**src/rtl/cpu8_regmem_rmw_decode_pkg.sv**
```systemverilog
package cpu8_regmem_rmw_decode_pkg;

  localparam logic [15:0] RESET_PC_DEFAULT = 16'h0000;
  localparam logic [9:0] STACK_PAGE = 10'h003;
  localparam logic [5:0] SP_RESET = 6'h3f;

  localparam int CCR_H = 4;
  localparam int CCR_I = 3;
  localparam int CCR_N = 2;
  localparam int CCR_Z = 1;
  localparam int CCR_C = 0;
  localparam logic [4:0] CCR_RESET = 5'h08;

  // Upper opcode nibble of the register/memory group
  localparam logic [3:0] NIB_IMM = 4'ha;
  localparam logic [3:0] NIB_DIR = 4'hb;
  localparam logic [3:0] NIB_EXT = 4'hc;
  localparam logic [3:0] NIB_IX2 = 4'hd;
  localparam logic [3:0] NIB_IX1 = 4'he;
  localparam logic [3:0] NIB_IX = 4'hf;

  // Upper opcode nibble of the read/modify/write group
  localparam logic [3:0] NIB_RMW_DIR = 4'h3;
  localparam logic [3:0] NIB_RMW_INHA = 4'h4;
  localparam logic [3:0] NIB_RMW_INHX = 4'h5;
  localparam logic [3:0] NIB_RMW_IX1 = 4'h6;
  localparam logic [3:0] NIB_RMW_IX = 4'h7;

  localparam logic [7:0] OP_MUL = 8'h42;
  localparam logic [7:0] OP_TAX = 8'h97;
  localparam logic [7:0] OP_CLC = 8'h98;
  localparam logic [7:0] OP_SEC = 8'h99;
  localparam logic [7:0] OP_CLI = 8'h9a;
  localparam logic [7:0] OP_SEI = 8'h9b;
  localparam logic [7:0] OP_RSP = 8'h9c;
  localparam logic [7:0] OP_NOP = 8'h9d;
  localparam logic [7:0] OP_TXA = 8'h9f;

  // Instruction lengths in clock cycles
  localparam logic [3:0] LEN_IMM = 4'h2;
  localparam logic [3:0] LEN_DIR = 4'h3;
  localparam logic [3:0] LEN_EXT = 4'h4;
  localparam logic [3:0] LEN_IX = 4'h3;
  localparam logic [3:0] LEN_IX1 = 4'h4;
  localparam logic [3:0] LEN_IX2 = 4'h5;
  localparam logic [3:0] LEN_RMW_INH = 4'h3;
  localparam logic [3:0] LEN_RMW_SHORT = 4'h5;
  localparam logic [3:0] LEN_RMW_IX1 = 4'h6;
  localparam logic [3:0] LEN_MUL = 4'hb;
  localparam logic [3:0] LEN_CTRL = 4'h2;
  localparam logic [3:0] LEN_ILL = 4'h2;

  typedef enum logic [2:0] {
    MODE_INH = 3'h0, MODE_IMM = 3'h1, MODE_DIR = 3'h2, MODE_EXT = 3'h3,
    MODE_IX = 3'h4, MODE_IX1 = 3'h5, MODE_IX2 = 3'h6
  } mode_type;

  typedef enum logic [3:0] {
    CLS_REGMEM = 4'h0, CLS_STORE = 4'h1, CLS_JMP = 4'h2, CLS_JSR = 4'h3,
    CLS_RMW = 4'h4, CLS_MUL = 4'h5, CLS_CTRL = 4'h6, CLS_ILL = 4'h7
  } class_type;

  typedef enum logic [4:0] {
    ALU_LD = 5'h00, ALU_ADD = 5'h01, ALU_ADC = 5'h02, ALU_SUB = 5'h03,
    ALU_SBC = 5'h04, ALU_AND = 5'h05, ALU_ORA = 5'h06, ALU_EOR = 5'h07,
    ALU_NEG = 5'h08, ALU_COM = 5'h09, ALU_LSR = 5'h0a, ALU_ROR = 5'h0b,
    ALU_ASR = 5'h0c, ALU_LSL = 5'h0d, ALU_ROL = 5'h0e, ALU_DEC = 5'h0f,
    ALU_INC = 5'h10, ALU_CLR = 5'h11, ALU_TST = 5'h12
  } alu_op_type;

  typedef enum logic {ST_FETCH = 1'b0, ST_EXEC = 1'b1} state_type;

endpackage : cpu8_regmem_rmw_decode_pkg

```
**src/rtl/cpu8_alu.sv**
```systemverilog
`timescale 1ns/1ps
module cpu8_alu
  import cpu8_regmem_rmw_decode_pkg::*;
(
  input wire alu_op_type op_in,
  input wire logic [7:0] a_in,
  input wire logic [7:0] b_in,
  input wire logic cin_in,
  output logic [7:0] res_out,
  output logic n_out,
  output logic z_out,
  output logic h_out,
  output logic c_out,
  output logic h_we_out,
  output logic c_we_out
);

  logic [8:0] s;

  always_comb begin
    s = 9'h000;
    res_out = 8'h00;
    h_out = 1'b0;
    c_out = cin_in;
    h_we_out = 1'b0;
    c_we_out = 1'b0;
    case (op_in)
      ALU_ADD, ALU_ADC: begin
        s = {1'b0, a_in} + {1'b0, b_in} + {8'h00, (op_in == ALU_ADC) & cin_in};
        res_out = s[7:0];
        c_out = s[8];
        h_out = a_in[4] ^ b_in[4] ^ s[4];
        h_we_out = 1'b1;
        c_we_out = 1'b1;
      end
      ALU_SUB, ALU_SBC: begin
        s = {1'b0, a_in} - {1'b0, b_in} - {8'h00, (op_in == ALU_SBC) & cin_in};
        res_out = s[7:0];
        c_out = s[8];
        c_we_out = 1'b1;
      end
      ALU_AND: res_out = a_in & b_in;
      ALU_ORA: res_out = a_in | b_in;
      ALU_EOR: res_out = a_in ^ b_in;
      ALU_NEG: begin
        s = 9'h000 - {1'b0, b_in};
        res_out = s[7:0];
        c_out = (s[7:0] != 8'h00);
        c_we_out = 1'b1;
      end
      ALU_COM: begin
        res_out = ~b_in;
        c_out = 1'b1;
        c_we_out = 1'b1;
      end
      ALU_LSR: begin
        res_out = {1'b0, b_in[7:1]};
        c_out = b_in[0];
        c_we_out = 1'b1;
      end
      ALU_ROR: begin
        res_out = {cin_in, b_in[7:1]};
        c_out = b_in[0];
        c_we_out = 1'b1;
      end
      ALU_ASR: begin
        res_out = {b_in[7], b_in[7:1]};
        c_out = b_in[0];
        c_we_out = 1'b1;
      end
      ALU_LSL: begin
        res_out = {b_in[6:0], 1'b0};
        c_out = b_in[7];
        c_we_out = 1'b1;
      end
      ALU_ROL: begin
        res_out = {b_in[6:0], cin_in};
        c_out = b_in[7];
        c_we_out = 1'b1;
      end
      ALU_DEC: res_out = b_in - 8'h01;
      ALU_INC: res_out = b_in + 8'h01;
      ALU_CLR: res_out = 8'h00;
      default: res_out = b_in;
    endcase
    n_out = res_out[7];
    z_out = (res_out == 8'h00);
  end

endmodule : cpu8_alu

```
**src/rtl/cpu8_regmem_rmw_decode.sv**
```systemverilog
// Contract
// [RULE1] Modify class reads, alters, writes same place
// [RULE2] Test instruction updates flags, never writes back
// [RULE3] Control instructions touch only internal registers
// [RULE4] Multiply forms 16-bit product, clears H and C
// [RULE5] Upper nibble selects mode and cycle count
// [RULE6] Add with carry sums accumulator, operand, carry
// [RULE7] Accumulator compare sets flags, keeps accumulator
// [RULE8] Index compare sets flags, keeps index
// [RULE9] Bit test ANDs, sets flags, discards result
// [RULE10] Exclusive-or folds operand into accumulator
// [RULE11] Stores lack immediate, take one extra cycle
// [RULE12] Jump loads PC; call pushes return first
// [RULE13] Product high byte to index, low to accumulator
// [RULE14] Test lengths: inherent 3, short 4, offset 5
`timescale 1ns/1ps
module cpu8_regmem_rmw_decode
  import cpu8_regmem_rmw_decode_pkg::*;
#(
  parameter logic [15:0] RESET_PC = RESET_PC_DEFAULT
) (
  input wire logic mclk_in,
  input wire logic srst_in,
  input wire logic [7:0] mem_rdata_in,
  output logic [15:0] mem_addr_out,
  output logic mem_rd_out,
  output logic mem_wr_out,
  output logic [7:0] mem_wdata_out,
  output logic [7:0] acc_out,
  output logic [7:0] index_out,
  output logic [15:0] pc_out,
  output logic [4:0] ccr_out,
  output logic instr_done_out,
  output logic illegal_out
);

  state_type state_q;
  logic [3:0] step_q;
  logic [7:0] opcode_q, acc_q, x_q, b1_q, b2_q, opnd_q;
  logic [15:0] pc_q;
  logic [5:0] sp_q;
  logic [4:0] ccr_q;
  logic done_q, illegal_q;

  class_type cls;
  mode_type mode;
  alu_op_type op;
  logic dest_x, wr_reg;
  logic [3:0] len, nbytes;
  logic [3:0] lo, hi;

  // Decode is driven from the latched opcode; it is only used in the execute state
  always_comb begin
    lo = opcode_q[3:0];
    hi = opcode_q[7:4];
    cls = CLS_ILL;
    mode = MODE_INH;
    op = ALU_LD;
    dest_x = 1'b0;
    wr_reg = 1'b0;
    len = LEN_ILL;
    if (hi >= NIB_IMM) begin
      cls = CLS_REGMEM;
      case (hi) // see [RULE5]
        NIB_IMM: begin mode = MODE_IMM; len = LEN_IMM; end
        NIB_DIR: begin mode = MODE_DIR; len = LEN_DIR; end
        NIB_EXT: begin mode = MODE_EXT; len = LEN_EXT; end
        NIB_IX2: begin mode = MODE_IX2; len = LEN_IX2; end
        NIB_IX1: begin mode = MODE_IX1; len = LEN_IX1; end
        default: begin mode = MODE_IX; len = LEN_IX; end
      endcase
      case (lo)
        4'h0: begin op = ALU_SUB; wr_reg = 1'b1; end
        4'h1: op = ALU_SUB; // see [RULE7]
        4'h2: begin op = ALU_SBC; wr_reg = 1'b1; end
        4'h3: begin op = ALU_SUB; dest_x = 1'b1; end // see [RULE8]
        4'h4: begin op = ALU_AND; wr_reg = 1'b1; end
        4'h5: op = ALU_AND; // see [RULE9]
        4'h6: wr_reg = 1'b1;
        4'h7: begin cls = CLS_STORE; len = len + 4'h1; end // see [RULE11]
        4'h8: begin op = ALU_EOR; wr_reg = 1'b1; end // see [RULE10]
        4'h9: begin op = ALU_ADC; wr_reg = 1'b1; end // see [RULE6]
        4'ha: begin op = ALU_ORA; wr_reg = 1'b1; end
        4'hb: begin op = ALU_ADD; wr_reg = 1'b1; end
        4'hc: begin cls = CLS_JMP; len = len - 4'h1; end // see [RULE12]
        4'hd: begin cls = CLS_JSR; len = len + 4'h2; end // see [RULE12]
        4'he: begin dest_x = 1'b1; wr_reg = 1'b1; end
        default: begin cls = CLS_STORE; dest_x = 1'b1; len = len + 4'h1; end // see [RULE11]
      endcase
      // No immediate form exists for stores, jumps or calls (AD is a branch)
      if (mode == MODE_IMM && cls != CLS_REGMEM) begin // see [RULE11]
        cls = CLS_ILL;
        mode = MODE_INH;
        len = LEN_ILL;
      end
    end else if (opcode_q == OP_MUL) begin
      cls = CLS_MUL;
      len = LEN_MUL;
    end else if (hi >= NIB_RMW_DIR && hi <= NIB_RMW_IX) begin
      cls = CLS_RMW;
      case (hi)
        NIB_RMW_DIR: begin mode = MODE_DIR; len = LEN_RMW_SHORT; end
        NIB_RMW_INHA: len = LEN_RMW_INH;
        NIB_RMW_INHX: begin dest_x = 1'b1; len = LEN_RMW_INH; end
        NIB_RMW_IX1: begin mode = MODE_IX1; len = LEN_RMW_IX1; end
        default: begin mode = MODE_IX; len = LEN_RMW_SHORT; end
      endcase
      case (lo)
        4'h0: op = ALU_NEG;
        4'h3: op = ALU_COM;
        4'h4: op = ALU_LSR;
        4'h6: op = ALU_ROR;
        4'h7: op = ALU_ASR;
        4'h8: op = ALU_LSL;
        4'h9: op = ALU_ROL;
        4'ha: op = ALU_DEC;
        4'hc: op = ALU_INC;
        4'hd: op = ALU_TST;
        4'hf: op = ALU_CLR;
        default: cls = CLS_ILL;
      endcase
      // The test skips the write-back cycle when it reads memory
      if (op == ALU_TST && mode != MODE_INH) begin // see [RULE14]
        len = len - 4'h1;
      end
      if (cls == CLS_ILL) begin
        mode = MODE_INH;
        len = LEN_ILL;
      end
    end else if (opcode_q == OP_TAX || opcode_q == OP_TXA || opcode_q == OP_NOP || opcode_q == OP_RSP ||
                 (opcode_q >= OP_CLC && opcode_q <= OP_SEI)) begin
      cls = CLS_CTRL;
      len = LEN_CTRL;
    end
  end

  always_comb begin
    case (mode)
      MODE_IMM, MODE_DIR, MODE_IX1: nbytes = 4'h1;
      MODE_EXT, MODE_IX2: nbytes = 4'h2;
      default: nbytes = 4'h0;
    endcase
  end

  logic exec, last, byte_step, rmw_mem, is_tst;
  logic [7:0] b1, b2, reg_val;
  logic [15:0] ea;

  assign exec = (state_q == ST_EXEC);
  assign last = exec && (step_q == len - 4'h1);
  assign byte_step = exec && (step_q <= nbytes);
  assign rmw_mem = (cls == CLS_RMW) && (mode != MODE_INH);
  assign is_tst = (op == ALU_TST);
  assign reg_val = dest_x ? x_q : acc_q;
  // Address bytes are used in the cycle they arrive so short jumps meet their length
  assign b1 = (step_q == 4'h1) ? mem_rdata_in : b1_q;
  assign b2 = (step_q == 4'h2) ? mem_rdata_in : b2_q;

  always_comb begin
    case (mode)
      MODE_DIR: ea = {8'h00, b1};
      MODE_EXT: ea = {b1, b2};
      MODE_IX: ea = {8'h00, x_q};
      MODE_IX1: ea = {8'h00, b1} + {8'h00, x_q};
      MODE_IX2: ea = {b1, b2} + {8'h00, x_q};
      default: ea = pc_q;
    endcase
  end

  logic [7:0] alu_b, alu_res;
  logic alu_n, alu_z, alu_h, alu_c, alu_h_we, alu_c_we;

  always_comb begin
    if (cls == CLS_REGMEM || (rmw_mem && is_tst)) begin
      alu_b = mem_rdata_in;
    end else if (rmw_mem) begin
      alu_b = opnd_q;
    end else begin
      alu_b = reg_val;
    end
  end

  cpu8_alu u_alu (
    .op_in(op),
    .a_in(reg_val),
    .b_in(alu_b),
    .cin_in(ccr_q[CCR_C]),
    .res_out(alu_res),
    .n_out(alu_n),
    .z_out(alu_z),
    .h_out(alu_h),
    .c_out(alu_c),
    .h_we_out(alu_h_we),
    .c_we_out(alu_c_we)
  );

  // Memory sees one access per cycle; read data is expected in the same cycle
  always_comb begin
    mem_addr_out = pc_q;
    mem_rd_out = 1'b0;
    mem_wr_out = 1'b0;
    mem_wdata_out = 8'h00;
    if (!exec || byte_step) begin
      mem_rd_out = 1'b1;
    end else begin
      case (cls)
        CLS_REGMEM: begin
          mem_addr_out = ea;
          mem_rd_out = last;
        end
        CLS_STORE: begin
          mem_addr_out = ea;
          mem_wr_out = last;
          mem_wdata_out = reg_val;
        end
        CLS_RMW: begin
          mem_addr_out = ea;
          if (rmw_mem && is_tst) begin
            mem_rd_out = last; // see [RULE2]
          end else if (rmw_mem) begin
            mem_rd_out = (step_q == len - 4'h2); // see [RULE1]
            mem_wr_out = last;
            mem_wdata_out = alu_res;
          end
        end
        CLS_JSR: begin
          mem_addr_out = {STACK_PAGE, sp_q};
          mem_wr_out = (step_q == len - 4'h3) || (step_q == len - 4'h2); // see [RULE12]
          mem_wdata_out = (step_q == len - 4'h3) ? pc_q[7:0] : pc_q[15:8];
        end
        default: mem_addr_out = pc_q; // see [RULE3]
      endcase
    end
  end

  always_ff @(posedge mclk_in) begin
    if (srst_in) begin
      state_q <= ST_FETCH;
      step_q <= 4'h0;
    end else if (!exec) begin
      state_q <= ST_EXEC;
      step_q <= 4'h1;
    end else if (last) begin
      state_q <= ST_FETCH;
      step_q <= 4'h0;
    end else begin
      step_q <= step_q + 4'h1;
    end
  end

  always_ff @(posedge mclk_in) begin
    if (srst_in) begin
      opcode_q <= 8'h00;
      b1_q <= 8'h00;
      b2_q <= 8'h00;
      opnd_q <= 8'h00;
    end else begin
      if (!exec) begin
        opcode_q <= mem_rdata_in;
      end
      if (byte_step && step_q == 4'h1) begin
        b1_q <= mem_rdata_in;
      end
      if (byte_step && step_q == 4'h2) begin
        b2_q <= mem_rdata_in;
      end
      if (mem_rd_out && rmw_mem && exec) begin
        opnd_q <= mem_rdata_in;
      end
    end
  end

  always_ff @(posedge mclk_in) begin
    if (srst_in) begin
      pc_q <= RESET_PC;
    end else if (last && (cls == CLS_JMP || cls == CLS_JSR)) begin
      pc_q <= ea; // see [RULE12]
    end else if (!exec || byte_step) begin
      pc_q <= pc_q + 16'h0001;
    end
  end

  always_ff @(posedge mclk_in) begin
    if (srst_in) begin
      sp_q <= SP_RESET;
    end else if (last && opcode_q == OP_RSP) begin
      sp_q <= SP_RESET;
    end else if (exec && cls == CLS_JSR && mem_wr_out) begin
      sp_q <= sp_q - 6'h01; // Wraps inside the 64-byte stack page
    end
  end

  logic [15:0] product;
  assign product = {8'h00, x_q} * {8'h00, acc_q};

  always_ff @(posedge mclk_in) begin
    if (srst_in) begin
      acc_q <= 8'h00;
      x_q <= 8'h00;
    end else if (last) begin
      if (cls == CLS_MUL) begin
        x_q <= product[15:8]; // see [RULE4] [RULE13]
        acc_q <= product[7:0]; // see [RULE13]
      end else if (cls == CLS_CTRL && opcode_q == OP_TAX) begin
        x_q <= acc_q;
      end else if (cls == CLS_CTRL && opcode_q == OP_TXA) begin
        acc_q <= x_q;
      end else if ((cls == CLS_REGMEM && wr_reg) || (cls == CLS_RMW && !rmw_mem && !is_tst)) begin
        if (dest_x) begin
          x_q <= alu_res;
        end else begin
          acc_q <= alu_res; // see [RULE6] [RULE10]
        end
      end
    end
  end

  always_ff @(posedge mclk_in) begin
    if (srst_in) begin
      ccr_q <= CCR_RESET;
    end else if (last) begin
      case (cls)
        CLS_REGMEM, CLS_STORE, CLS_RMW: begin
          ccr_q[CCR_N] <= alu_n; // see [RULE2] [RULE9]
          ccr_q[CCR_Z] <= alu_z;
          if (alu_h_we) begin
            ccr_q[CCR_H] <= alu_h;
          end
          if (alu_c_we) begin
            ccr_q[CCR_C] <= alu_c;
          end
        end
        CLS_MUL: begin
          ccr_q[CCR_H] <= 1'b0; // see [RULE4]
          ccr_q[CCR_C] <= 1'b0;
        end
        CLS_CTRL: begin
          if (opcode_q == OP_CLC || opcode_q == OP_SEC) begin
            ccr_q[CCR_C] <= (opcode_q == OP_SEC);
          end
          if (opcode_q == OP_CLI || opcode_q == OP_SEI) begin
            ccr_q[CCR_I] <= (opcode_q == OP_SEI);
          end
        end
        default: ccr_q <= ccr_q;
      endcase
    end
  end

  always_ff @(posedge mclk_in) begin
    if (srst_in) begin
      done_q <= 1'b0;
      illegal_q <= 1'b0;
    end else begin
      done_q <= last;
      illegal_q <= last && (cls == CLS_ILL);
    end
  end

  assign acc_out = acc_q;
  assign index_out = x_q;
  assign pc_out = pc_q;
  assign ccr_out = ccr_q;
  assign instr_done_out = done_q;
  assign illegal_out = illegal_q;

  a_mul_product: assert property (@(posedge mclk_in) disable iff (srst_in) // see [RULE4] [RULE13]
    (last && cls == CLS_MUL) |=> ({x_q, acc_q} == $past(product)))
    else $error("multiply product not placed in index:accumulator");
  a_mul_flags: assert property (@(posedge mclk_in) disable iff (srst_in) // see [RULE4]
    (last && cls == CLS_MUL) |=> (!ccr_q[CCR_H] && !ccr_q[CCR_C] && ccr_q[3:1] == $past(ccr_q[3:1])))
    else $error("multiply flags wrong");
  a_tst_no_write: assert property (@(posedge mclk_in) disable iff (srst_in) // see [RULE2]
    (exec && cls == CLS_RMW && is_tst) |-> !mem_wr_out)
    else $error("test instruction wrote memory");
  a_rmw_same_addr: assert property (@(posedge mclk_in) disable iff (srst_in) // see [RULE1]
    (exec && rmw_mem && !is_tst && mem_rd_out && !byte_step) |=> (mem_wr_out && mem_addr_out == $past(mem_addr_out)))
    else $error("modify write-back not at read address");
  a_ctrl_no_bus: assert property (@(posedge mclk_in) disable iff (srst_in) // see [RULE3]
    (exec && cls == CLS_CTRL && !byte_step) |-> (!mem_rd_out && !mem_wr_out))
    else $error("control instruction used the bus");
  a_cmp_keeps: assert property (@(posedge mclk_in) disable iff (srst_in) // see [RULE7] [RULE8] [RULE9]
    (last && cls == CLS_REGMEM && !wr_reg) |=> (acc_q == $past(acc_q) && x_q == $past(x_q)))
    else $error("compare or bit test changed a register");
  a_adc_sum: assert property (@(posedge mclk_in) disable iff (srst_in) // see [RULE6]
    (last && cls == CLS_REGMEM && op == ALU_ADC)
    |=> (acc_q == $past(acc_q + mem_rdata_in + {7'h00, ccr_q[CCR_C]})))
    else $error("add with carry result wrong");
  a_eor_result: assert property (@(posedge mclk_in) disable iff (srst_in) // see [RULE10]
    (last && cls == CLS_REGMEM && op == ALU_EOR && !dest_x) |=> (acc_q == $past(acc_q ^ mem_rdata_in)))
    else $error("exclusive-or result wrong");
  a_tst_dir_len: assert property (@(posedge mclk_in) disable iff (srst_in) // see [RULE14]
    (!exec && mem_rdata_in == 8'h3d) |=> (!instr_done_out [*3] ##1 instr_done_out))
    else $error("direct test not four cycles");
  a_sta_ext_len: assert property (@(posedge mclk_in) disable iff (srst_in) // see [RULE5] [RULE11]
    (!exec && mem_rdata_in == 8'hc7) |-> ##4 mem_wr_out ##1 instr_done_out)
    else $error("extended store not five cycles");
  a_jsr_push: assert property (@(posedge mclk_in) disable iff (srst_in) // see [RULE12]
    (last && cls == CLS_JSR) |-> ($past(mem_wr_out, 1) && $past(mem_wr_out, 2)))
    else $error("call did not push the return address");

endmodule : cpu8_regmem_rmw_decode

```
**config.mk**
```make
export PLATFORM = sky130hd
export DESIGN_NAME = cpu8_regmem_rmw_decode
export DESIGN_NICKNAME = d
export VERILOG_FILES = /design/src/rtl/cpu8_regmem_rmw_decode_pkg.sv /design/src/rtl/cpu8_alu.sv /design/src/rtl/cpu8_regmem_rmw_decode.sv
export SDC_FILE = /design/constraint.sdc
export NUM_CORES = 1
export LEC_CHECK = 0
export BUFFER_PORTS_ARGS = -buffer_cell sky130_fd_sc_hd__buf_2
export CAP_MARGIN = 20
export CORE_ASPECT_RATIO = 2
export CORE_MARGIN = 8
export CORE_UTILIZATION = 60
export DETAILED_ROUTE_END_ITERATION = 10
export GPL_TIMING_DRIVEN = 0
export PLACE_DENSITY = 0.76
export SLEW_MARGIN = 25
export SYNTH_ARGS = -nofsm -noshare
export SYNTH_HDL_FRONTEND = slang
export SYNTH_HIERARCHICAL = 1
export SYNTH_SLANG_ARGS = --single-unit
```
**constraint.sdc**
```tcl
create_clock -name mclk_in -period 8.8 [get_ports mclk_in]
set_input_delay 2.64 -clock mclk_in [delete_from_list [all_inputs] [get_ports mclk_in]]
set_output_delay 2.64 -clock mclk_in [all_outputs]
set_load 0.02 [all_outputs]
```
==> results by group, run 1 <==
Floorplan
  – Die width: 113 um
  – Die area: 23900 um^2
  – Row cnt: 71
  – Die height: 211 um
  – Core Area: 18700 um^2
  – Ports: 75
  – Initial core utilization: 0.608

Place
  – Hpwl dp: 33100 um
  – Post-DP Area: 12100 um^2
  – PortBufs: 73
  – Final GP Congestion: 1.01

Timing
  – RSZ-0062 raised after global routing: yes
  – Setup Total Neg Slack: 0 ps
  – Slew headroom: 0.244
  – Slew @ Worst Pin: 1130 ps
  – Final Cycle Share: 0.988
  – Max-slew violation count: 0
  – Clock skew: 20.0 ps
  – Final hold viol count: 0
  – Final min period: 8700 ps
  – Hold WS: 465 ps
  – Final setup violating endpoints: 0
  – FMAX: 115 MHz

Clocking
  – Max clock buf depth: 2
  – TritonCTS clock tree: yes
  – CTS H-tree depth: 3
  – Root buffer cell: clkbuf_16
  – CTS sink cnt: 82
  – Clock Latency Late Sink: 360 ps
  – Cts bufs inserted: 9
  – Clk slew on worst S/H paths: 60 ps

Routing
  – DRC viols: 0
  – Via count: 12046
  – Routed WL: 42800 um
  – Drt pass-1 iters: 6
  – Antenna-violating nets left: 0
  – Initial DRC count: 1050
  – Routed vias/inst: 6.66
  – WL/cell: 23.7 um

Synth
  – Post-synth ARST share: 0
  – Unique masters post-synth: 105
  – FF+latch count, synth: 82
  – Syn nets: 1607
  – Yosys warns: 6
  – Synth Instances: 1450
  – Post-synth EDFFs: 0
  – Mapped cell area: 11400 um^2
  – Mapped Avg Cell Area: 7.86 um^2
  – Synth Flop Type: dfxtp_1
  – Register area share after synthesis: 0.144

Cells and area
  – Post-route cell area: 12900 um^2
  – NumNets Final: 1707
  – Antenna cell count: 0
  – Number of fill cells in the layout: 1657
  – Area Growth Syn to Fin: 13.4%
  – Final Util: 0.689
  – Share of post-route cells with drive strength above 1: 0.161

GRT
  – Largest net degree at the start of global routing: 17
  – Initial antenna violation count: 0
  – GRT Residual Overflow: 0
  – GRT Resource Usage Total: 0.353
  – First-pass GRT wire length: 65500 um
  – Number of global-route vias before repair: 12064

Critical path
  – Crit path launch: mem_rdata_in[0]
  – R2R depth: 24
  – CP Class: in2out
  – Worst path max stage delay: 460 ps
  – Worst path slowest cell: a32oi_2
  – Largest driver fanout on the critical path: 4
  – Reg2reg start: opcode_q[4]
  – Setup slack, reg-to-reg: 2640 ps
  – Worst setup SP type: input port
  – Arr. time, crit path: 6060 ps
  – Worst reg2reg endpoint: ccr_out[1]
  – Crit. End Element: output port
  – Worst-path cell chain: buf_12 -> nand2_2 -> o21ai_2 -> buf_6 -> clkinvlp_4 -> fa_2 -> fa_2 -> o21a_1 -> buf_4 -> or4_1 -> nand2_1 -> xnor2_1 -> nand2_1 -> a32oi_2 -> a222oi_1 -> nor2_1 -> buf_2
  – CP Data Required Time: 6160 ps

Power
  – Max VDD drop: 0.109 mV
  – Power Dens Cells: 106 nW/um^2
  – LEAKAGE: 0.00570 uW

Min path
  – Hold depth: 2
  – Worst hold start: opnd_q[1]
  – Hold EP: opnd_q[1]
  – Hold/Removal Path Class: reg2reg

Status
  – Status: finished clean

Run
  – Max Cap Violations: 0
[cells in the mapped netlist, drive strengths merged, types with 6 or more instances]
master / n / area share
nand2: 150 / 0.049
nor2: 131 / 0.043
inv: 116 / 0.038
ha: 103 / 0.11
dfxtp: 82 / 0.14
mux2i: 77 / 0.068
o21ai: 70 / 0.031
a21oi: 64 / 0.028
xnor2: 53 / 0.041
clkbuf: 52 / 0.017
fa: 44 / 0.077
and2: 40 / 0.022
buf: 34 / 0.015
nand3: 30 / 0.013
nor3: 28 / 0.014
mux2: 27 / 0.027
a211oi: 25 / 0.021
nand2b: 18 / 0.0099
a22oi: 17 / 0.012
nor2b: 15 / 0.0082
or3: 14 / 0.0077
xor2: 14 / 0.011
a222oi: 13 / 0.011
and3: 13 / 0.0076
nand4: 13 / 0.0071
a221oi: 12 / 0.0092
o211ai: 12 / 0.0083
a31oi: 11 / 0.0066
nor4: 11 / 0.0066
a21o: 9 / 0.0059
a32oi: 8 / 0.0068
o21a: 7 / 0.0046
o22ai: 7 / 0.0038
o32ai: 7 / 0.0070
a221o: 6 / 0.0053
a22o: 6 / 0.0047
nand3b: 6 / 0.0040
o21bai: 6 / 0.0040
or2: 6 / 0.0033
or4: 6 / 0.0040
xnor3: 6 / 0.012
[layer usage]
layer	wire length (um)	vias to the layer above	global-route usage
li1	-	5386	-
met1	14700	5712	0.360
met2	21400	726	0.637
met3	3070	222	0.0524
met4	3630	0	0.260
met5	0	-	0
[final cells by class]
class	count	area (um^2)	area share
flip-flops and latches	82	1640	0.127
multi-input cells	1164	9260	0.716
plain buffers	86	418	0.0323
repair buffers	89	503	0.0389
well taps	255	319	0.0247
clock inverters	7	105	0.00813
inverters	118	450	0.0349
clock buffers	9	225	0.0174
[stage by stage]
stage,cells,power [uW],setup WS [ps]
final,1810,1370,104
after global routing,1810,1420,-84.6
after CTS,1801,1340,2.39
after detailed placement,1779,896,-970
after global placement,1778,888,-1370
after floorplan,1450,753,487
[how the worst max path moves through the flow]
| stage | to | slack (ps) |
|---|---|---|
| after floorplan | mem_wdata_out[6] | 490 |
| after global placement | mem_wdata_out[7] | -1370 |
| after detailed placement | mem_wdata_out[7] | -970 |
| after CTS | mem_wdata_out[4] | 2 |
| after global routing | mem_wdata_out[4] | -80 |
| final | mem_wdata_out[6] | 100 |
[report_power, final]
| part | switching, uW | leakage, uW | total, uW | internal [uW] |
|---|---|---|---|---|
| clock network | 182 | 0.000159 | 437 | 254 |
| registers | 20.4 | 0.000665 | 406 | 385 |
| logic | 336 | 0.00488 | 531 | 196 |
[sequential cells by signal, summed over array words and instances (netlist names)]
| signal | count |
|---|---|
| opnd_q | 8 |
| ccr_out | 5 |
| exec | 1 |
| index_out | 8 |
| instr_done_out | 1 |
| sp_q | 6 |
| step_q | 4 |
| opcode_q | 8 |
| pc_out | 16 |
| b2_q | 8 |
| acc_out | 8 |
| illegal_out | 1 |
| b1_q | 8 |
[cell families (layout without fill, tap and decap cells)]
logic type | after synthesis | in the layout | share of synthesized area
muxes | 104 | 104 | 0.0943
AOI/OAI and AO/OA | 333 | 333 | 0.213
xor gates and xnor gates | 73 | 73 | 0.0640
and+or+nand+nor | 507 | 507 | 0.223
DFF | 82 | 82 | 0.144
buffers and inverters | 204 | 309 | 0.0715
adders and majority gates | 147 | 147 | 0.190
[layout by cell type, fill, tap and decap left out, types with 15 or more instances in the layout]
cell / n
nor3_1: 24
dfxtp_1: 81
nand2b_1: 18
buf_2: 92
and2_1: 39
fa_1: 42
nand2_1: 148
mux2i_1: 76
mux2_2: 25
nor2_1: 131
a211oi_1: 18
buf_4: 22
o21ai_0: 53
inv_1: 113
nor2b_1: 15
a21oi_1: 62
xnor2_1: 51
ha_1: 97
clkbuf_1: 43
nand3_1: 30
[timing repair]
action,CTS,global route
endpoints found under the hold margin,0,0
hold buffers,0,0
resized for setup,44,49
pin swaps,4,10
setup buffers,6,9
endpoints found under the setup margin,8,7
[critical path, delay by kind of cell]
kind | cells | cell delay (ps)
XOR/XNOR | 1 | 130
AND/OR/NAND/NOR | 5 | 870
adder cells (fa/ha/maj) | 2 | 810
buffers and inverters | 5 | 670
AO/OA/AOI/OAI | 4 | 930
Note: power is estimated with default switching activity, not from simulation.
==> run 2, diff against run 1 <==
==> constraint.sdc (replaced) <==
create_clock -name mclk_in -period 8.9 [get_ports mclk_in]
set_input_delay 2.67 -clock mclk_in [delete_from_list [all_inputs] [get_ports mclk_in]]
set_output_delay 2.67 -clock mclk_in [all_outputs]
set_load 0.02 [all_outputs]
==> run 2 against run 1 <==
Count of clock-buffer cells in the layout stayed put. Largest power group unchanged. Worst setup slack better by 29 ps. Sequential cell count stayed put. Critical path type unchanged.
==> results by group, run 2 (synthesis results as in run 1) <==
Cells and area
  – Most frequent cells in the layout: nand2_1 (149), nor2_1 (131), inv_1 (113), ha_1 (96), buf_2 (92)
  – Antenna cell count: 0 (unchanged)
  – Area Growth Syn to Fin: 12.6%
  – NumNets Final: 1701 (-0.35%)
  – Max reg flops: 16 (unchanged)
  – Number of fill cells in the layout: 1665 (+0.48%)
  – Share of post-route cells with drive strength above 1: 0.156 (-0.00583)
  – Most common cell after layout, fill and taps aside: nand2_1

Routing
  – DRC viols: 0 (unchanged)
  – Via count: 11992 (-0.45%)
  – Initial DRC count: 1112 (+5.9%)
  – Routed vias/inst: 6.65 (-0.12%)
  – Antenna-violating nets left: 0 (unchanged)
  – Drt pass-1 iters: 9 (+3)
  – Routed WL: 42600 um (-0.52%)
  – WL/cell: 23.6 um (-0.19%)

Place
  – Dpl ws: -900 ps (+70.0 ps)
  – Hpwl dp: 33100 um (unchanged)
  – Final GP Congestion: 1.01 (unchanged)
  – PortBufs: 73 (unchanged)

Floorplan
  – Ports: 75 (unchanged)
  – Die area: 23900 um^2 (unchanged)
  – Initial core utilization: 0.608 (unchanged)
  – Core Area: 18700 um^2 (unchanged)
  – Die width: 113 um (unchanged)
  – Die height: 211 um (unchanged)
  – Row cnt: 71 (unchanged)

Critical path
  – CP dominant cell by count: buf_2
  – Worst setup SP type: input port
  – Setup slack, reg-to-reg: 2530 ps (-110 ps)
  – Arr. time, crit path: 6100 ps (+40 ps)
  – Reg2reg start: opcode_q[0]
  – Worst reg2reg endpoint: ccr_out[1]
  – CP Class: in2out
  – R2R depth: 23 (-4.2%)
  – CP delay by family, top: compound AO/OA/AOI/OAI gates
  – CP Data Required Time: 6230 ps (+70 ps)
  – Worst path slowest cell: ha_2
  – Worst path max stage delay: 440 ps (-20 ps)
  – Crit. End Element: output port
  – Crit path buf inv count: 4 (-1)
  – Worst-path cell chain: buf_2 -> nand2_1 -> o21ai_4 -> inv_1 -> ha_2 -> ha_1 -> a2111oi_2 -> a2111o_1 -> o21ai_2 -> o41ai_2 -> a22oi_2 -> buf_4 -> a222oi_1 -> nor2_1 -> buf_2
  – Largest driver fanout on the critical path: 8 (+4)

GRT
  – GRT Resource Usage Total: 0.353 (-0.000478)
  – GRT met1 Usage: 0.359 (-0.000868)
  – GRT Residual Overflow: 0 (unchanged)
  – First-pass GRT wire length: 65500 um (about the same)
  – GRT met2 Usage: 0.630 (-0.00723)
  – Number of global-route vias before repair: 12048 (-0.13%)
  – Most Used Layer, Global Route: met2
  – Initial antenna violation count: 0 (unchanged)
  – Met3 Use GR: 0.0538 (+0.00143)
  – Largest net degree at the start of global routing: 17 (unchanged)

Power
  – Power Dens Cells: 105 nW/um^2 (-0.79%)
  – LEAKAGE: 0.00565 uW (-0.85%)
  – Max VDD drop: 0.108 mV (-0.61%)

Run
  – Max Cap Violations: 0 (unchanged)

Timing
  – FMAX: 114 MHz
  – Final min period: 8770 ps
  – Final setup violating endpoints: 0 (unchanged)
  – Max-slew violation count: 0 (unchanged)
  – Final Cycle Share: 0.985
  – Hold WS: 462 ps (-2.42 ps)
  – Clock skew: 21.0 ps (+0.999 ps)
  – Final setup margin: 133 ps (+29.3 ps)
  – Final hold viol count: 0 (unchanged)
  – Slew headroom: 0.260 (+0.0162)
  – Slew @ Worst Pin: 1100 ps (-25.5 ps)

Clocking
  – Clk slew on worst S/H paths: 60 ps (about the same)
  – Root buffer cell: clkbuf_16
  – Max clock buf depth: 2 (unchanged)
  – CTS sink cnt: 82 (unchanged)
  – CTS H-tree depth: 3 (unchanged)
  – Clock Latency Late Sink: 360 ps (about the same)
  – Cts hold-fix bufs: 0 (unchanged)
  – Cts bufs inserted: 9 (unchanged)
  – TritonCTS clock tree: yes

Min path
  – Worst hold start: opnd_q[2]
  – Hold depth: 2 (unchanged)
  – Hold EP: opnd_q[2]
  – Hold/Removal Path Class: reg2reg

Status
  – Status: finished clean
run 2: layer usage:
layer | vias up | part of all wire
li1 | 5369 | -
met1 | 5678 | 0.34
met2 | 714 | 0.50
met3 | 231 | 0.071
met4 | 0 | 0.087
met5 | - | 0
run 2: how the worst max path moves through the flow:
stage | from | endpoint | slack [ps] | cells past startpoint
2_1_floorplan | mem_rdata_in[0] | mem_wdata_out[6] | 530 | 14
3_3_place_gp | opcode_q[0] | mem_wdata_out[7] | -1300 | 21
3_5_place_dp | opcode_q[4] | mem_wdata_out[7] | -900 | 23
4_1_cts | opcode_q[0] | mem_wdata_out[4] | 10 | 21
5_1_grt | opcode_q[3] | mem_wdata_out[4] | -20 | 19
6_report | mem_rdata_in[6] | mem_wdata_out[7] | 130 | 15
run 2: worst reg2reg max path, cell delays in order (launching register included):
cell,delay [ps]
dfxtp_2,400
clkbuf_4,230
inv_1,120
or3_1,410
a211oi_2,270
a31oi_1,140
clkbuf_4,280
mux2_2,370
mux2i_1,130
o21ai_2,200
buf_6,140
clkinvlp_4,130
fa_2,400
fa_2,410
o21a_1,210
or3_1,330
a32oi_1,220
o2111ai_1,140
o32a_1,480
buf_4,190
or4b_1,510
nor4_2,360
mux2i_1,140
nor2_1,100
run 2: what timing repair did:
action,in CTS,in global routing
setup buffers,6,3
resized for setup,40,43
pin swaps,4,7
endpoints found under the setup margin,8,7
endpoints found under the hold margin,0,0
run 2: cell type report:
cell class | count | area, um^2 | share of cell area
well taps | 255 | 319 | 0.0249
clock buffers | 9 | 225 | 0.0176
flip-flops and latches | 82 | 1640 | 0.128
plain buffers | 86 | 415 | 0.0324
multi-input cells | 1164 | 9220 | 0.719
inverters | 118 | 450 | 0.0351
clock inverters | 7 | 105 | 0.00819
repair buffers | 83 | 449 | 0.0350
run 2: power by group:
part	internal, uW	total [uW]	switching [uW]
logic	189	519	331
clock network	251	433	181
registers	381	401	20.1
total	821	1350	532
run 2: through the flow:
stage | instance area, um^2 | instances | util | setup TNS [ps] | power [uW]
floorplan | 11400 | 1450 | - | 0 | 744
global placement | 12100 | 1778 | 0.645 | -6660 | 878
detailed placement | 12100 | 1779 | 0.646 | -2700 | 886
CTS | 12600 | 1801 | 0.675 | 0 | 1320
global route | 12800 | 1804 | 0.684 | -23.9 | 1400
finish | 12800 | 1804 | 0.684 | 0 | 1350
